$ cat src/rtseq_pkg.sv
// Constants shared by the reset timeout sequencer modules
package rtseq_pkg;
    // Register byte offsets on the AXI4-Lite slave
    localparam logic [7:0] REG_CAUSE_OFF  = 8'h00;
    localparam logic [7:0] REG_ISTAT_OFF  = 8'h04;
    localparam logic [7:0] REG_IMASK_OFF  = 8'h08;
    localparam logic [7:0] REG_CONFIG_OFF = 8'h0c;
    localparam logic [7:0] REG_SEQ_OFF    = 8'h10;

    // Reset-cause register fields
    localparam int BROWNOUT_FLAG_BIT = 0;
    localparam int POWER_ON_FLAG_BIT = 1;
    localparam logic [1:0] CAUSE_RESET = 2'h0;

    // Configuration register fields and value after reset
    localparam int CFG_MODE_LSB = 0;
    localparam int CFG_PUD_BIT  = 3;
    localparam int CFG_BOR_LSB  = 4;
    localparam logic [5:0] CONFIG_RESET = 6'h30;

    // Oscillator mode codes held in the configuration register
    localparam logic [2:0] LOW_POWER_CRYSTAL_MODE  = 3'h0;
    localparam logic [2:0] CRYSTAL_MODE            = 3'h1;
    localparam logic [2:0] HIGH_SPEED_CRYSTAL_MODE = 3'h2;
    localparam logic [2:0] RESISTOR_CAPACITOR_MODE = 3'h3;
    localparam logic [2:0] EXTERNAL_CLOCK_MODE     = 3'h4;
    localparam logic [2:0] INTERNAL_OSCILLATOR_MODE = 3'h5;

    // Brown-out enable field codes
    localparam logic [1:0] BOR_ALWAYS    = 2'h3;
    localparam logic [1:0] BOR_NOT_SLEEP = 2'h2;

    // Interrupt status bit positions
    localparam int EV_POWER_ON = 0;
    localparam int EV_BROWNOUT = 1;
    localparam int EV_RELEASE  = 2;
    localparam int EV_PIN      = 3;
    localparam int EV_COUNT    = 4;
    localparam logic [3:0] ISTAT_RESET = 4'h0;
    localparam logic [3:0] IMASK_RESET = 4'h0;

    // Delay timing: power-up delay from the low-frequency oscillator
    localparam int POWER_UP_DELAY_PERIOD_MS = 64;
    localparam int LF_OSC_KHZ               = 31;
    localparam int POWER_UP_DELAY_TIMER_TICKS = POWER_UP_DELAY_PERIOD_MS * LF_OSC_KHZ;
    localparam int OST_PERIODS = 1024;
    localparam int CNT_W = 12;

    // AXI responses
    localparam logic [1:0] RESP_OKAY   = 2'h0;
    localparam logic [1:0] RESP_SLVERR = 2'h2;
endpackage

$ cat src/rtseq_reg_if.sv
// Register access carrier between the bus slave and the register file
`timescale 1ns/10ps
interface rtseq_reg_if;
    logic        wr_en;
    logic [7:0]  wr_addr;
    logic [31:0] wr_data;
    logic        wr_lane0;
    logic        wr_ok;
    logic [7:0]  rd_addr;
    logic [31:0] rd_data;
    logic        rd_ok;

    modport bus  (output wr_en, wr_addr, wr_data, wr_lane0, rd_addr,
                  input  wr_ok, rd_data, rd_ok);
    modport regs (input  wr_en, wr_addr, wr_data, wr_lane0, rd_addr,
                  output wr_ok, rd_data, rd_ok);
endinterface

$ cat src/rtseq_top.sv
// Reset timeout sequencer: delay stages, reset-cause flags, register file
//
// Functional notes
// - After power-on release, run the power-up delay, then the oscillator count.
// - Total delay follows oscillator mode and delay disable bit, power-up and brown-out.
// - External-clock mode with delay disabled: no delay, reset released directly.
// - RC, external-clock, internal modes: delay only if enabled, never an oscillator count.
// - Delay stages run from the power-on pulse regardless of the reset pin.
// - Stages already expired: execution starts as soon as the pin goes high.
// - Reset-cause register, bit 0 active-low brown-out flag, unknown after power-on.
// - A brown-out reset clears the brown-out flag to 0.
// - With brown-out enable 00 the brown-out flag value is unspecified.
// - Bit 1 power-on flag forced 0 on power-on, unchanged on other resets.
// - Power-up delay is nominal 64 ms from low-frequency oscillator, power-on or brown-out.
// - Delay disable bit set disables the power-up delay, cleared enables it.
// - Brown-out enable 11 always active, 10 active except sleep, 0x disabled.
`timescale 1ns/10ps
module rtseq_top #(
    parameter int POWER_UP_DELAY_TIMER_TICKS  = rtseq_pkg::POWER_UP_DELAY_TIMER_TICKS,
    parameter int OST_PERIODS = rtseq_pkg::OST_PERIODS
) (
    input  wire logic        CLK_IN,
    input  wire logic        RST_IN,
    input  wire logic [7:0]  S_AXI_AWADDR_IN,
    input  wire logic        S_AXI_AWVALID_IN,
    output logic             S_AXI_AWREADY_OUT,
    input  wire logic [31:0] S_AXI_WDATA_IN,
    input  wire logic [3:0]  S_AXI_WSTRB_IN,
    input  wire logic        S_AXI_WVALID_IN,
    output logic             S_AXI_WREADY_OUT,
    output logic [1:0]       S_AXI_BRESP_OUT,
    output logic             S_AXI_BVALID_OUT,
    input  wire logic        S_AXI_BREADY_IN,
    input  wire logic [7:0]  S_AXI_ARADDR_IN,
    input  wire logic        S_AXI_ARVALID_IN,
    output logic             S_AXI_ARREADY_OUT,
    output logic [31:0]      S_AXI_RDATA_OUT,
    output logic [1:0]       S_AXI_RRESP_OUT,
    output logic             S_AXI_RVALID_OUT,
    input  wire logic        S_AXI_RREADY_IN,
    input  wire logic        POR_RELEASED_IN,
    input  wire logic        BROWNOUT_DET_IN,
    input  wire logic        EXTERNAL_RESET_PIN_N_IN,
    input  wire logic        SLEEP_IN,
    input  wire logic        WAKE_IN,
    input  wire logic        LF_OSC_IN,
    input  wire logic        MAIN_OSC_IN,
    output logic             INT_RESET_OUT,
    output logic             CORE_HOLD_OUT,
    output logic             IRQ_OUT
);
    typedef enum logic [2:0] {
        ST_HOLD, ST_POWER_UP_DELAY_TIMER, ST_OST, ST_PIN, ST_RUN, ST_SLEEP
    } rtseq_state_t;

    localparam int NSYNC = 5;

    rtseq_reg_if regs ();

    rtseq_state_t                state;
    rtseq_state_t                next_state;
    logic                        waking;
    logic                        next_waking;
    logic                        brownout_flag;
    logic                        power_on_flag;
    logic [rtseq_pkg::EV_COUNT-1:0] istat;
    logic [rtseq_pkg::EV_COUNT-1:0] imask;
    logic [5:0]                  config_reg;
    logic [NSYNC-1:0]            sync_a;
    logic [NSYNC-1:0]            sync_b;
    logic                        power_up_delay_timer_done;
    logic                        ost_done;

    // Address match, used by both the read mux and the write strobes
    function automatic logic rtseq_hit(input logic [7:0] addr, input logic [7:0] off);
        rtseq_hit = (addr[7:2] == off[7:2]);
    endfunction

    // Pins and detector levels come from outside the clock domain
    wire [NSYNC-1:0] raw_pins = {WAKE_IN, SLEEP_IN, EXTERNAL_RESET_PIN_N_IN,
                                 BROWNOUT_DET_IN, POR_RELEASED_IN};
    genvar gi;
    generate
        for (gi = 0; gi < NSYNC; gi++) begin : g_sync
            always_ff @(posedge CLK_IN or posedge RST_IN) begin
                if (RST_IN) begin
                    sync_a[gi] <= 1'b0;
                    sync_b[gi] <= 1'b0;
                end else begin
                    sync_a[gi] <= raw_pins[gi];
                    sync_b[gi] <= sync_a[gi];
                end
            end
        end
    endgenerate

    wire por_ok   = sync_b[0];
    wire bor_det  = sync_b[1];
    wire pin_high = sync_b[2];
    wire sleep_rq = sync_b[3];
    wire wake_rq  = sync_b[4];

    // Configuration fields
    wire [2:0] osc_mode  = config_reg[rtseq_pkg::CFG_MODE_LSB +: 3];
    wire       pud_off   = config_reg[rtseq_pkg::CFG_PUD_BIT];
    wire [1:0] bor_field = config_reg[rtseq_pkg::CFG_BOR_LSB +: 2];
    wire       crystal   = (osc_mode == rtseq_pkg::LOW_POWER_CRYSTAL_MODE)
                        || (osc_mode == rtseq_pkg::CRYSTAL_MODE)
                        || (osc_mode == rtseq_pkg::HIGH_SPEED_CRYSTAL_MODE);

    // Brown-out detection gating by the enable field
    wire bor_active = (bor_field == rtseq_pkg::BOR_ALWAYS)
                   || (bor_field == rtseq_pkg::BOR_NOT_SLEEP && state != ST_SLEEP);
    wire bor_trip    = bor_det && bor_active;
    wire power_event = !por_ok || bor_trip;

    // Stage that follows the held phase, picked from mode and disable bit
    wire [2:0] after_hold = !pud_off ? 3'(ST_POWER_UP_DELAY_TIMER)
                          : crystal  ? 3'(ST_OST)
                          :            3'(ST_PIN);

    // Sequencing; the pin gates the final release and pulls run or sleep back to ST_PIN, never the stages
    always_comb begin
        next_state  = state;
        next_waking = waking;
        case (state)
            ST_HOLD: begin
                if (!power_event) begin
                    next_state  = rtseq_state_t'(after_hold);
                    next_waking = 1'b0;
                end
            end
            ST_POWER_UP_DELAY_TIMER: begin
                if (power_up_delay_timer_done) begin
                    next_state = crystal ? ST_OST : ST_PIN;
                end
            end
            ST_OST: begin
                if (ost_done) begin
                    next_state  = waking ? ST_RUN : ST_PIN;
                    next_waking = 1'b0;
                end
            end
            ST_PIN: begin
                if (pin_high) begin
                    next_state = ST_RUN;
                end
            end
            ST_RUN: begin
                if (!pin_high) begin
                    next_state = ST_PIN;
                end else if (sleep_rq) begin
                    next_state = ST_SLEEP;
                end
            end
            ST_SLEEP: begin
                if (!pin_high) begin
                    next_state = ST_PIN;
                end else if (wake_rq) begin
                    next_state  = crystal ? ST_OST : ST_RUN;
                    next_waking = crystal;
                end
            end
            default: begin
                next_state = ST_HOLD;
            end
        endcase
        // Any new supply event restarts the whole sequence
        if (power_event) begin
            next_state  = ST_HOLD;
            next_waking = 1'b0;
        end
    end

    always_ff @(posedge CLK_IN or posedge RST_IN) begin
        if (RST_IN) begin
            state  <= ST_HOLD;
            waking <= 1'b0;
        end else begin
            state  <= next_state;
            waking <= next_waking;
        end
    end

    // Stage timers on the low-frequency and main oscillators; stages ignore the pin
    rtseq_tick_counter #(.W(rtseq_pkg::CNT_W)) u_power_up_delay_timer (
        .clk_in   (CLK_IN),
        .rst_in   (RST_IN),
        .run_in   (state == ST_POWER_UP_DELAY_TIMER),
        .src_in   (LF_OSC_IN),
        .limit_in (rtseq_pkg::CNT_W'(POWER_UP_DELAY_TIMER_TICKS)),
        .done_out (power_up_delay_timer_done)
    );

    rtseq_tick_counter #(.W(rtseq_pkg::CNT_W)) u_ost (
        .clk_in   (CLK_IN),
        .rst_in   (RST_IN),
        .run_in   (state == ST_OST),
        .src_in   (MAIN_OSC_IN),
        .limit_in (rtseq_pkg::CNT_W'(OST_PERIODS)),
        .done_out (ost_done)
    );

    // Core outputs; a wake-up count stalls the core without resetting it
    assign INT_RESET_OUT = (state == ST_HOLD) || (state == ST_POWER_UP_DELAY_TIMER) || (state == ST_PIN)
                        || (state == ST_OST && !waking);
    assign CORE_HOLD_OUT = (state != ST_RUN);
    assign IRQ_OUT       = |(istat & imask);

    // Events that set sticky interrupt status bits
    wire in_op = (state == ST_RUN) || (state == ST_SLEEP);
    wire [rtseq_pkg::EV_COUNT-1:0] events;
    assign events[rtseq_pkg::EV_POWER_ON] = !por_ok && state != ST_HOLD;
    assign events[rtseq_pkg::EV_BROWNOUT] = por_ok && bor_trip && state != ST_HOLD;
    assign events[rtseq_pkg::EV_RELEASE]  = (next_state == ST_RUN) && (state != ST_RUN)
                                         && (state != ST_SLEEP);
    assign events[rtseq_pkg::EV_PIN]      = in_op && !pin_high && !power_event;

    // Write strobes
    wire [7:0] wbyte     = regs.wr_data[7:0];
    wire       wr_cause  = regs.wr_en && regs.wr_lane0
                        && rtseq_hit(regs.wr_addr, rtseq_pkg::REG_CAUSE_OFF);
    wire       wr_istat  = regs.wr_en && regs.wr_lane0
                        && rtseq_hit(regs.wr_addr, rtseq_pkg::REG_ISTAT_OFF);
    wire       wr_imask  = regs.wr_en && regs.wr_lane0
                        && rtseq_hit(regs.wr_addr, rtseq_pkg::REG_IMASK_OFF);
    wire       wr_config = regs.wr_en && regs.wr_lane0
                        && rtseq_hit(regs.wr_addr, rtseq_pkg::REG_CONFIG_OFF);

    // Reset-cause flags: hardware forcing wins over a software write
    always_ff @(posedge CLK_IN or posedge RST_IN) begin
        if (RST_IN) begin
            brownout_flag <= rtseq_pkg::CAUSE_RESET[rtseq_pkg::BROWNOUT_FLAG_BIT];
            power_on_flag <= rtseq_pkg::CAUSE_RESET[rtseq_pkg::POWER_ON_FLAG_BIT];
        end else begin
            if (!por_ok) begin
                power_on_flag <= 1'b0;
            end else if (wr_cause) begin
                power_on_flag <= wbyte[rtseq_pkg::POWER_ON_FLAG_BIT];
            end
            // A disabled detector never trips, so the flag is left to software
            if (por_ok && bor_trip) begin
                brownout_flag <= 1'b0;
            end else if (wr_cause) begin
                brownout_flag <= wbyte[rtseq_pkg::BROWNOUT_FLAG_BIT];
            end
        end
    end

    // Interrupt status (write one to clear, set wins), mask and configuration
    always_ff @(posedge CLK_IN or posedge RST_IN) begin
        if (RST_IN) begin
            istat      <= rtseq_pkg::ISTAT_RESET;
            imask      <= rtseq_pkg::IMASK_RESET;
            config_reg <= rtseq_pkg::CONFIG_RESET;
        end else begin
            istat <= (istat & ~(wr_istat ? wbyte[rtseq_pkg::EV_COUNT-1:0] : 4'h0)) | events;
            if (wr_imask) begin
                imask <= wbyte[rtseq_pkg::EV_COUNT-1:0];
            end
            if (wr_config) begin
                config_reg <= wbyte[5:0];
            end
        end
    end

    // Read decode; unmapped addresses answer with an error and zero data
    wire [7:0] ra    = regs.rd_addr;
    wire       r_cau = rtseq_hit(ra, rtseq_pkg::REG_CAUSE_OFF);
    wire       r_ist = rtseq_hit(ra, rtseq_pkg::REG_ISTAT_OFF);
    wire       r_imk = rtseq_hit(ra, rtseq_pkg::REG_IMASK_OFF);
    wire       r_cfg = rtseq_hit(ra, rtseq_pkg::REG_CONFIG_OFF);
    wire       r_seq = rtseq_hit(ra, rtseq_pkg::REG_SEQ_OFF);
    wire [7:0] seq_view = {4'h0, INT_RESET_OUT, 3'(state)};

    assign regs.rd_ok   = r_cau || r_ist || r_imk || r_cfg || r_seq;
    assign regs.rd_data = r_cau ? {30'h0, power_on_flag, brownout_flag}
                        : r_ist ? {28'h0, istat}
                        : r_imk ? {28'h0, imask}
                        : r_cfg ? {26'h0, config_reg}
                        : r_seq ? {24'h0, seq_view}
                        :         32'h0000_0000;
    assign regs.wr_ok   = rtseq_hit(regs.wr_addr, rtseq_pkg::REG_CAUSE_OFF)
                       || rtseq_hit(regs.wr_addr, rtseq_pkg::REG_ISTAT_OFF)
                       || rtseq_hit(regs.wr_addr, rtseq_pkg::REG_IMASK_OFF)
                       || rtseq_hit(regs.wr_addr, rtseq_pkg::REG_CONFIG_OFF)
                       || rtseq_hit(regs.wr_addr, rtseq_pkg::REG_SEQ_OFF);

    rtseq_axil_slave u_axil (
        .clk_in      (CLK_IN),
        .rst_in      (RST_IN),
        .awaddr_in   (S_AXI_AWADDR_IN),
        .awvalid_in  (S_AXI_AWVALID_IN),
        .awready_out (S_AXI_AWREADY_OUT),
        .wdata_in    (S_AXI_WDATA_IN),
        .wstrb_in    (S_AXI_WSTRB_IN),
        .wvalid_in   (S_AXI_WVALID_IN),
        .wready_out  (S_AXI_WREADY_OUT),
        .bresp_out   (S_AXI_BRESP_OUT),
        .bvalid_out  (S_AXI_BVALID_OUT),
        .bready_in   (S_AXI_BREADY_IN),
        .araddr_in   (S_AXI_ARADDR_IN),
        .arvalid_in  (S_AXI_ARVALID_IN),
        .arready_out (S_AXI_ARREADY_OUT),
        .rdata_out   (S_AXI_RDATA_OUT),
        .rresp_out   (S_AXI_RRESP_OUT),
        .rvalid_out  (S_AXI_RVALID_OUT),
        .rready_in   (S_AXI_RREADY_IN),
        .regs        (regs.bus)
    );
endmodule

$ cat src/rtseq_tick_counter.sv
// Counts rising edges of a foreign slow clock after a two-flop synchroniser
`timescale 1ns/10ps
module rtseq_tick_counter #(
    parameter int W = 12
) (
    input  wire logic         clk_in,
    input  wire logic         rst_in,
    input  wire logic         run_in,
    input  wire logic         src_in,
    input  wire logic [W-1:0] limit_in,
    output logic              done_out
);
    logic         sync_a;
    logic         sync_b;
    logic         sync_c;
    logic [W-1:0] count;
    wire          edge_seen = sync_b & ~sync_c;

    // Synchroniser plus one stage for edge detection
    always_ff @(posedge clk_in or posedge rst_in) begin
        if (rst_in) begin
            sync_a <= 1'b0;
            sync_b <= 1'b0;
            sync_c <= 1'b0;
        end else begin
            sync_a <= src_in;
            sync_b <= sync_a;
            sync_c <= sync_b;
        end
    end

    // Count only while the stage runs; leaving it clears the count
    always_ff @(posedge clk_in or posedge rst_in) begin
        if (rst_in) begin
            count <= '0;
        end else if (!run_in) begin
            count <= '0;
        end else if (edge_seen && !done_out) begin
            count <= count + 1'b1;
        end
    end

    assign done_out = run_in && (count == limit_in);
endmodule

$ cat src/rtseq_axil_slave.sv
// AXI4-Lite slave handshakes feeding the register carrier
`timescale 1ns/10ps
module rtseq_axil_slave (
    input  wire logic        clk_in,
    input  wire logic        rst_in,
    input  wire logic [7:0]  awaddr_in,
    input  wire logic        awvalid_in,
    output logic             awready_out,
    input  wire logic [31:0] wdata_in,
    input  wire logic [3:0]  wstrb_in,
    input  wire logic        wvalid_in,
    output logic             wready_out,
    output logic [1:0]       bresp_out,
    output logic             bvalid_out,
    input  wire logic        bready_in,
    input  wire logic [7:0]  araddr_in,
    input  wire logic        arvalid_in,
    output logic             arready_out,
    output logic [31:0]      rdata_out,
    output logic [1:0]       rresp_out,
    output logic             rvalid_out,
    input  wire logic        rready_in,
    rtseq_reg_if.bus         regs
);
    logic        aw_held;
    logic        w_held;
    logic [7:0]  aw_addr;
    logic [31:0] w_data;
    logic        w_lane0;

    // Channels are blocked while a response is pending, one write at a time
    assign awready_out   = !aw_held && !bvalid_out;
    assign wready_out    = !w_held && !bvalid_out;
    assign arready_out   = !rvalid_out;
    assign regs.wr_en    = aw_held && w_held;
    assign regs.wr_addr  = aw_addr;
    assign regs.wr_data  = w_data;
    assign regs.wr_lane0 = w_lane0;
    assign regs.rd_addr  = araddr_in;

    // Write path: address and data taken in either order
    always_ff @(posedge clk_in or posedge rst_in) begin
        if (rst_in) begin
            aw_held    <= 1'b0;
            w_held     <= 1'b0;
            aw_addr    <= 8'h00;
            w_data     <= 32'h0000_0000;
            w_lane0    <= 1'b0;
            bvalid_out <= 1'b0;
            bresp_out  <= rtseq_pkg::RESP_OKAY;
        end else begin
            if (awvalid_in && awready_out) begin
                aw_held <= 1'b1;
                aw_addr <= awaddr_in;
            end
            if (wvalid_in && wready_out) begin
                w_held  <= 1'b1;
                w_data  <= wdata_in;
                w_lane0 <= wstrb_in[0];
            end
            if (regs.wr_en) begin
                aw_held    <= 1'b0;
                w_held     <= 1'b0;
                bvalid_out <= 1'b1;
                bresp_out  <= regs.wr_ok ? rtseq_pkg::RESP_OKAY : rtseq_pkg::RESP_SLVERR;
            end else if (bvalid_out && bready_in) begin
                bvalid_out <= 1'b0;
            end
        end
    end

    // Read path: data captured at the address handshake
    always_ff @(posedge clk_in or posedge rst_in) begin
        if (rst_in) begin
            rvalid_out <= 1'b0;
            rdata_out  <= 32'h0000_0000;
            rresp_out  <= rtseq_pkg::RESP_OKAY;
        end else if (arvalid_in && arready_out) begin
            rvalid_out <= 1'b1;
            rdata_out  <= regs.rd_data;
            rresp_out  <= regs.rd_ok ? rtseq_pkg::RESP_OKAY : rtseq_pkg::RESP_SLVERR;
        end else if (rvalid_out && rready_in) begin
            rvalid_out <= 1'b0;
        end
    end
endmodule

$ cat config.mk
export PLATFORM = sky130hd
export DESIGN_NAME = rtseq_top
export DESIGN_NICKNAME = d
export VERILOG_FILES = /design/src/rtseq_pkg.sv /design/src/rtseq_reg_if.sv /design/src/rtseq_top.sv /design/src/rtseq_tick_counter.sv /design/src/rtseq_axil_slave.sv
export SDC_FILE = /design/constraint.sdc
export NUM_CORES = 1
export LEC_CHECK = 0
export ABC_CLOCK_PERIOD_IN_PS = 3650
export BUFFER_PORTS_ARGS = -buffer_cell sky130_fd_sc_hd__buf_2
export CAP_MARGIN = 20
export CORE_MARGIN = 4
export CORE_UTILIZATION = 40
export DETAILED_ROUTE_END_ITERATION = 7
export GPL_ROUTABILITY_DRIVEN = 0
export PLACE_DENSITY = 0.6
export SLEW_MARGIN = 40
export SYNTH_ARGS = -nofsm -noshare
export SYNTH_HDL_FRONTEND = slang
export SYNTH_HIERARCHICAL = 1
export SYNTH_SLANG_ARGS = --single-unit
$ cat constraint.sdc
create_clock -name CLK_IN -period 3.65 [get_ports CLK_IN]
set_clock_uncertainty 0.1 [all_clocks]
set_input_delay 0 -clock CLK_IN [delete_from_list [all_inputs] [get_ports CLK_IN]]
set_output_delay 0 -clock CLK_IN [all_outputs]
set_load 0.03 [all_outputs]
==> flow_summary.json, run 1 <==
{
  "stdcell_count": 775,
  "dpl.hpwl_microns": 8150,
  "crit_end": "state[0]",
  "syn_area_sq_um": 5350,
  "clock-root-buffer": "clkbuf_16",
  "ir_drop_mv": 0.501,
  "syn_inst": 458,
  "die_h_microns": 124,
  "portBuffers": 74,
  "period_needed_ps": 2600,
  "cts_made_buffers": 9,
  "cap_violations": 0,
  "antenna_found_initial": 0,
  "grt-ovfl-total": 0,
  "cp.required_ps": 3820,
  "grt_setup_unrepaired": "no",
  "dr_wl_met2_microns": 5680,
  "worstMarginPinSlew_ps": 778,
  "clockBufferDepth": 2,
  "insertion_delay_ps": 350,
  "drv_slew": 0,
  "drtIter0Drc": 237,
  "reg_top3": "u_axil/rdata_out x32, u_ost/count x12, u_power_up_delay_timer/count x12",
  "fillers": 1146,
  "drc": 0,
  "final_layout_size_suffix_gt1_share_pct": 29.0,
  "hold_viol": 0,
  "post_drt_via_cell_ratio": 4.97,
  "rrSetupSlack_ps": 1050,
  "cp.arrival_ps": 2760,
  "critPathLaunchType": "register",
  "timing.rr.end": "state[0]",
  "largest_register": "u_axil/rdata_out",
  "met3WireLength_microns": 437,
  "routed.top_layer": "met4",
  "setup_violations": 0,
  "status": "complete, no violations",
  "largest_reg_flops": 32,
  "yosysWarnings": 6,
  "n_antenna_cell": 0,
  "tns_ps": 0,
  "fp.coreArea_sq_um": 12900,
  "start_util_pct": 41.5,
  "die-area_sq_um": 15300,
  "dp_cells": 735,
  "grt_start_max_net_pins": 52,
  "tritoncts": "built",
  "critPathKind": "reg -> reg",
  "h-tree-depth": 3,
  "setup.worst_path.start": "state[1]",
  "ff2ff_path_depth": 7,
  "total_power_mw": 3.48,
  "fp-row-count": 41,
  "area_delta_synth_final_pct": 21.3,
  "hp-class": "in -> reg",
  "nNetsFinal": 666,
  "r2r_start": "state[1]",
  "slew_headroom_pct": 47.9,
  "wl_per_cell_microns": 14.7,
  "wl_met1_microns": 5070,
  "powerDensity_nw_per_um2": 536,
  "clock_sinks": 111,
  "vias": 3848,
  "p_leak_nw": 2.87,
  "critPathMaxFanout": 14,
  "path_clk_slew_ps": 70,
  "cp-end-kind": "register",
  "multi_input_comb_area_sq_um": 2490,
  "boundaryPins": 110,
  "wl_microns": 11400,
  "fin_crit_sh_pct": 71.1,
  "layout.area.seq_sq_um": 2780,
  "first_global_vias": 3983,
  "die_width_microns": 124,
  "dr.pass1.iters": 4,
  "detail-route-antenna-nets": 0,
  "synth_area_per_cell_sq_um": 11.7,
  "max_freq_mhz": 385,
  "grt_usage_pct": 16.1,
  "grt_pass1_wl_microns": 19300
}
[how the worst min path moves through the flow]
stage	end	start	cells past startpoint	slack [ps]
after floorplan	u_ost/count[0]	RST_IN	1	-200
after global placement	sync_a[4]	WAKE_IN	1	9
after detailed placement	u_ost/sync_a	MAIN_OSC_IN	1	10
after CTS	u_axil/w_held	S_AXI_WVALID_IN	3	8
after global routing	u_axil/w_held	S_AXI_WVALID_IN	3	10
final	u_axil/w_held	S_AXI_WVALID_IN	3	10
[cells in the final DEF, fill, tap and decap left out, types with 6 or more instances in the layout]
cell type,count
nand2_1,32
mux2_2,54
xnor2_1,24
nand3_1,14
clkbuf_16,9
inv_1,12
dlygate4sd3_1,24
mux2i_1,9
or4_1,10
a21oi_1,31
nand4_1,8
o21ai_0,18
nor2_1,8
or3_2,10
and3_1,6
buf_2,74
dfrtp_1,109
conb_1,52
o31ai_1,10
[routing by layer]
layer	up-vias	GRT usage, %
met2	75	26.9
met1	1880	20.7
met4	0	5.12
li1	1877	-
met5	-	0
met3	16	3.91
[what timing repair did]
item	in CTS	in global routing
resized for setup	0	0
hold endpoints to repair	132	0
hold buffers	24	0
setup buffers	0	0
[stage by stage]
stage | area (sq um) | utilization, % | hold slack [ps] | worst slack [ps]
after floorplan | 5530 | - | -199 | 1010
after global placement | 5950 | 46.2 | 8.67 | 1100
after detailed placement | 5950 | 46.2 | 9.84 | 1120
after CTS | 6490 | 50.4 | 8.05 | 1070
after global routing | 6490 | 50.4 | 14.7 | 742
final | 6490 | 50.4 | 14.7 | 1050
[critical path: stages, from the launching register on]
cell,delay (ps)
dfrtp_1,590
nor3b_1,610
nand2_1,140
nor4_2,200
or3b_2,470
a31oi_1,160
o21ai_0,110
a21oi_1,140
[area by class of cell]
type / count / share of cell area [%]
clock buffers: 10 / 3.53
clock inverters: 6 / 1.08
inverters: 16 / 0.926
multi-input cells: 358 / 38.4
flip-flops and latches: 111 / 42.8
well taps: 172 / 3.32
repair buffers: 102 / 9.87
[report_power, final]
group	internal (mW)	switching [mW]
clock	0.537	0.446
sequential	1.46	0.206
combinational	0.355	0.477
Note: power is estimated with default switching activity, not from simulation.
==> run 2, diff against run 1 <==
--- a/config.mk
+++ b/config.mk
@@ -5,7 +5,7 @@
 export SDC_FILE = /design/constraint.sdc
 export NUM_CORES = 1
 export LEC_CHECK = 0
-export ABC_CLOCK_PERIOD_IN_PS = 3650
+export ABC_CLOCK_PERIOD_IN_PS = 2600
 export BUFFER_PORTS_ARGS = -buffer_cell sky130_fd_sc_hd__buf_2
 export CAP_MARGIN = 20
 export CORE_MARGIN = 4
==> constraint.sdc (replaced) <==
create_clock -name CLK_IN -period 2.6 [get_ports CLK_IN]
set_clock_uncertainty 0.1 [all_clocks]
set_input_delay 0 -clock CLK_IN [delete_from_list [all_inputs] [get_ports CLK_IN]]
set_output_delay 0 -clock CLK_IN [all_outputs]
set_load 0.03 [all_outputs]
==> run 2 against run 1 <==
Effect of this change: fmax rose by 21%; clock power is 40% higher; die area stayed put; global-route usage decreased by 0.83 points; register-to-register slack worse by 600 ps; sequential share of layout area shrank 0.42 points; non-clock buffer count grew 8; via count shrank 0.36%; largest cell class unchanged.
==> flow_summary.json, run 2 (synthesized netlist as in run 1, its figures left out) <==
{
  "slew_headroom_pct": 55.9,
  "final_cell_area_sq_um": 6550,
  "clock-root-buffer": "clkbuf_16",
  "grt_pass1_wl_microns": 18600,
  "ir_drop_mv": 0.544,
  "placed_area_sq_um": 6010,
  "slowest_delay_ps": 470,
  "h-tree-depth": 3,
  "cts-resized-gates": 0,
  "hold_path_depth": 3,
  "ff2ff_path_depth": 7,
  "tritoncts": "built",
  "area_delta_synth_final_pct": 22.5,
  "nNetsFinal": 674,
  "n_antenna_cell": 0,
  "start_util_pct": 41.5,
  "layout_commonest_cell": "dfrtp_1",
  "total_power_mw": 4.88,
  "fin_crit_sh_pct": 82.6,
  "setup_ws_ps": 453,
  "wl_microns": 10800,
  "min-delay-start": "S_AXI_WVALID_IN",
  "cp.arrival_ps": 2320,
  "timing.rr.end": "state[0]",
  "cp.required_ps": 2770,
  "r2r_start": "u_ost/count[4]",
  "critPathLaunchType": "register",
  "die_width_microns": 124,
  "drv_slew": 0,
  "cts_made_buffers": 9,
  "max_freq_mhz": 466,
  "critPathMaxFanout": 7,
  "final_util_pct": 50.9,
  "largest_reg_flops": 32,
  "cp-end-kind": "register",
  "dpl.hpwl_microns": 7940,
  "tns_ps": 0,
  "cts-hold-fix-buffers": 24,
  "crit_slowest_cell": "or3b_2",
  "post-place-ws_ps": 478,
  "vias": 3834,
  "cap_violations": 0,
  "portBuffers": 74,
  "drtIter0Drc": 140,
  "grt-ovfl-total": 0,
  "final_cell_mix": "dfrtp_1, buf_2, mux2_2, conb_1, nand2_1",
  "grt_setup_unrepaired": "no",
  "dr.pass1.iters": 4,
  "path_clk_slew_ps": 70,
  "insertion_delay_ps": 350,
  "post_drt_via_cell_ratio": 4.90,
  "largest_register": "u_axil/rdata_out",
  "die-area_sq_um": 15300,
  "detail-route-antenna-nets": 0,
  "reg_top3": "u_axil/rdata_out x32, u_ost/count x12, u_power_up_delay_timer/count x12",
  "fp.coreArea_sq_um": 12900,
  "drc": 0,
  "first_global_vias": 3945,
  "setup_violations": 0,
  "antenna_found_initial": 0,
  "final_layout_size_suffix_gt1_share_pct": 30.0,
  "whs_endpoint": "u_axil/w_held",
  "crit_chain": "xnor2_1 -> nand4_1 -> nor4_2 -> or3b_2 -> a31oi_1 -> o21ai_0 -> a21oi_1",
  "critPathKind": "reg -> reg",
  "status": "complete, no violations",
  "rrSetupSlack_ps": 450,
  "powerDensity_nw_per_um2": 745,
  "wl_per_cell_microns": 13.8,
  "clock_sinks": 111,
  "period_needed_ps": 2150,
  "hold_viol": 0,
  "hp-class": "in -> reg",
  "boundaryPins": 110,
  "grt_usage_pct": 15.3,
  "grt_start_max_net_pins": 52,
  "fp-row-count": 41,
  "p_leak_nw": 2.92,
  "worstMarginPinSlew_ps": 662,
  "postCtsSetupBuffers": 0,
  "clockBufferDepth": 2,
  "die_h_microns": 124
}
==> run 2: cell types whose count changed in the layout (fill, tap and decap cells not counted), sizes merged <==
cell and change:
buf +8, clkinvlp -1, inv +1
==> run 2: how the worst max path moves through the flow <==
| stage | start | endpoint | slack [ps] |
|---|---|---|---|
| CTS | state[2] | state[0] | 440 |
| global placement | u_ost/count[4] | state[0] | 460 |
| detailed placement | state[2] | state[0] | 480 |
| finish | u_ost/count[4] | state[0] | 450 |
| global route | u_ost/count[4] | state[0] | 280 |
| floorplan | state[0] | state[0] | 130 |
==> run 2: final cells by class <==
type | count | area (sq um)
Clock buffer | 10 | 229
Fill cell | 1145 | 6320
Multi-Input combinational cell | 358 | 2500
Clock inverter | 6 | 68.8
Inverter | 16 | 60.1
Sequential cell | 111 | 2780
Timing Repair Buffer | 110 | 701
Tap cell | 172 | 215
==> run 2: critical path, delay by kind of cell, from the launching register on <==
family           cells  cell delay, ps
AND/OR/NAND/NOR      3             940
XOR/XNOR             1             180
AO/OA/AOI/OAI        3             390
flip-flops           1             460
==> run 2: through the flow <==
stage                     instances  hold WS [ps]
after floorplan                 507          -199
after global placement          743          7.71
after detailed placement        743          9.34
after CTS                       783          7.77
after global routing            783          20.1
final                           783          20.3
==> run 2: where the power goes <==
group / internal [mW] / switching, mW
Combinational: 0.519 / 0.675
Sequential: 2.05 / 0.257
Clock: 0.755 / 0.627
==> run 2: routing by layer <==
metal / vias to the layer above / routed length [microns] / track usage [%]
met5: - / 0 / 0
met1: 1875 / 4710 / 19.2
met4: 0 / 210 / 6.23
li1: 1888 / - / -
met2: 58 / 5430 / 25.3
met3: 13 / 448 / 3.72
==> run 3, diff against run 2 <==
--- a/config.mk
+++ b/config.mk
@@ -5,7 +5,7 @@
 export SDC_FILE = /design/constraint.sdc
 export NUM_CORES = 1
 export LEC_CHECK = 0
-export ABC_CLOCK_PERIOD_IN_PS = 2600
+export ABC_CLOCK_PERIOD_IN_PS = 2150
 export BUFFER_PORTS_ARGS = -buffer_cell sky130_fd_sc_hd__buf_2
 export CAP_MARGIN = 20
 export CORE_MARGIN = 4
==> constraint.sdc (replaced) <==
create_clock -name CLK_IN -period 2.15 [get_ports CLK_IN]
set_clock_uncertainty 0.1 [all_clocks]
set_input_delay 0 -clock CLK_IN [delete_from_list [all_inputs] [get_ports CLK_IN]]
set_output_delay 0 -clock CLK_IN [all_outputs]
set_load 0.03 [all_outputs]
==> run 3 against run 2 <==
Effect of this change: routed wire length is 4.7% higher; worst setup slack got worse by 350 ps; non-clock buffer count increased by 10; critical endpoint unchanged; largest cell class unchanged.
==> flow_summary.json, run 3 (synthesized netlist as in run 1, its figures left out) <==
{
  "status": "complete, no violations",
  "crit_slowest_cell": "dfrtp_2",
  "worstMarginPinSlew_ps": 604,
  "critPathMaxFanout": 5,
  "grt_setup_unrepaired": "yes",
  "final_layout_size_suffix_gt1_share_pct": 31.7,
  "stdcell_count": 793,
  "hold_viol": 0,
  "hold_ws_ps": 21.8,
  "whs_endpoint": "u_axil/w_held",
  "dpl.hpwl_microns": 8260,
  "power_frac_clock_pct": 28.7,
  "hold_path_depth": 3,
  "grt-ovfl-total": 0,
  "cap_violations": 0,
  "boundaryPins": 110,
  "clockBufferDepth": 2,
  "critPathKind": "reg -> reg",
  "timing.rr.end": "state[0]",
  "fillers": 1133,
  "cp.required_ps": 2330,
  "largest_reg_flops": 32,
  "reg_top3": "u_axil/rdata_out x32, u_ost/count x12, u_power_up_delay_timer/count x12",
  "clock-root-buffer": "clkbuf_16",
  "period_needed_ps": 2050,
  "insertion_delay_ps": 350,
  "layout.area.seq_sq_um": 2780,
  "crit_chain": "xnor2_2 -> nand4_1 -> nor4_4 -> or3b_4 -> a31oi_1 -> o21ai_1 -> a21oi_1",
  "cts_made_buffers": 9,
  "layout_commonest_cell": "dfrtp_1",
  "p_sw_share_pct": 31.8,
  "setup_violations": 0,
  "vias": 3937,
  "grt_start_max_net_pins": 25,
  "die-area_sq_um": 15300,
  "n_antenna_cell": 0,
  "fin_crit_sh_pct": 95.1,
  "grt_usage_pct": 16.2,
  "largest_register": "u_axil/rdata_out",
  "p_leak_nw": 3.00,
  "grt_pass1_wl_microns": 19400,
  "dr.pass1.iters": 4,
  "r2r_start": "u_ost/count[5]",
  "post-place-ws_ps": 124,
  "intPower_mw": 4.10,
  "post_drt_via_cell_ratio": 4.96,
  "setup_ws_ps": 104,
  "area_delta_synth_final_pct": 24.7,
  "start_util_pct": 41.5,
  "drc": 0,
  "tritoncts": "built",
  "path_clk_slew_ps": 70,
  "rrSetupSlack_ps": 100,
  "final_cell_mix": "dfrtp_1, buf_2, mux2_2, conb_1, nand2_1",
  "pwr-share-seq_pct": 46.5,
  "die_h_microns": 124,
  "wl_per_cell_microns": 14.3,
  "fp-row-count": 41,
  "h-tree-depth": 3,
  "antenna_found_initial": 0,
  "dp_cells": 750,
  "cp_top_family": "simple AND/OR/NAND/NOR gates",
  "drtIter0Drc": 190,
  "critPathLaunchType": "register",
  "crit_buf_inv": 0,
  "wl_microns": 11300,
  "multi_input_comb_area_sq_um": 2530,
  "slowest_delay_ps": 450,
  "power.switching_mw": 1.91,
  "comb_power_share_pct": 24.8,
  "ff2ff_path_depth": 7,
  "portBuffers": 74,
  "clock_sinks": 111,
  "fp.coreArea_sq_um": 12900,
  "cp-end-kind": "register",
  "detail-route-antenna-nets": 0,
  "max_freq_mhz": 489,
  "first_global_vias": 3986,
  "die_width_microns": 124,
  "slew_headroom_pct": 59.7,
  "hp-class": "in -> reg",
  "nNetsFinal": 684,
  "min-delay-start": "S_AXI_WVALID_IN",
  "powerDensity_nw_per_um2": 901,
  "ir_drop_mv": 0.695,
  "drv_slew": 0,
  "cp.arrival_ps": 2220
}
run 3: worst max path at each step:
stage	start	to	slack, ps	depth (start not counted)
floorplan	state[0]	state[0]	-230	10
global placement	u_ost/count[7]	state[0]	130	7
detailed placement	u_ost/count[7]	state[0]	120	7
CTS	u_ost/count[7]	state[0]	90	7
global route	u_ost/count[5]	state[0]	-60	7
finish	u_ost/count[5]	state[0]	100	7
run 3: metrics by stage:
step / power [mW] / setup TNS, ps / util [%] / instance area (sq um)
2_1_floorplan: 3.87 / -413 / - / 5560
3_3_place_gp: 4.26 / 0 / 47.3 / 6090
3_5_place_dp: 4.31 / 0 / 47.3 / 6090
4_1_cts: 6.08 / 0 / 51.6 / 6640
5_1_grt: 6.34 / -55.2 / 51.8 / 6670
6_report: 6.01 / 0 / 51.8 / 6670
run 3: area by class of cell:
class / count / area share [%]
Tap cell: 172 / 3.23
Inverter: 16 / 0.900
Clock inverter: 4 / 0.806
Timing Repair Buffer: 120 / 11.6
Clock buffer: 12 / 3.84
Sequential cell: 111 / 41.7
Multi-Input combinational cell: 358 / 37.9
run 3: layer usage:
layer / GRT usage (%) / vias to the layer above / part of all wire [%]
li1: - / 1921 / -
met1: 20.2 / 1920 / 43
met2: 27.0 / 72 / 51
met3: 2.95 / 24 / 3.2
met4: 7.75 / 0 / 3.3
met5: 0 / - / 0
run 3: tightest hold or removal path, stage by stage:
cell and delay (ps):
buf_2 100, nor3b_4 180, a21o_1 160
run 3: timing repair:
item                                   4_1_cts  5_1_grt
resized for setup                            0        3
setup endpoints to repair                    0        2
hold buffers                                24        0
endpoints found under the hold margin      132        0
buffers inserted                             0        3
run 3: power groups by stage:
stage	registers (mW)	logic [mW]	clock network, mW
after floorplan	3.02	0.849	0
after global placement	2.82	1.43	0
after detailed placement	2.84	1.47	0
after CTS	2.80	1.51	1.77
after global routing	2.86	1.63	1.86
final	2.80	1.49	1.72
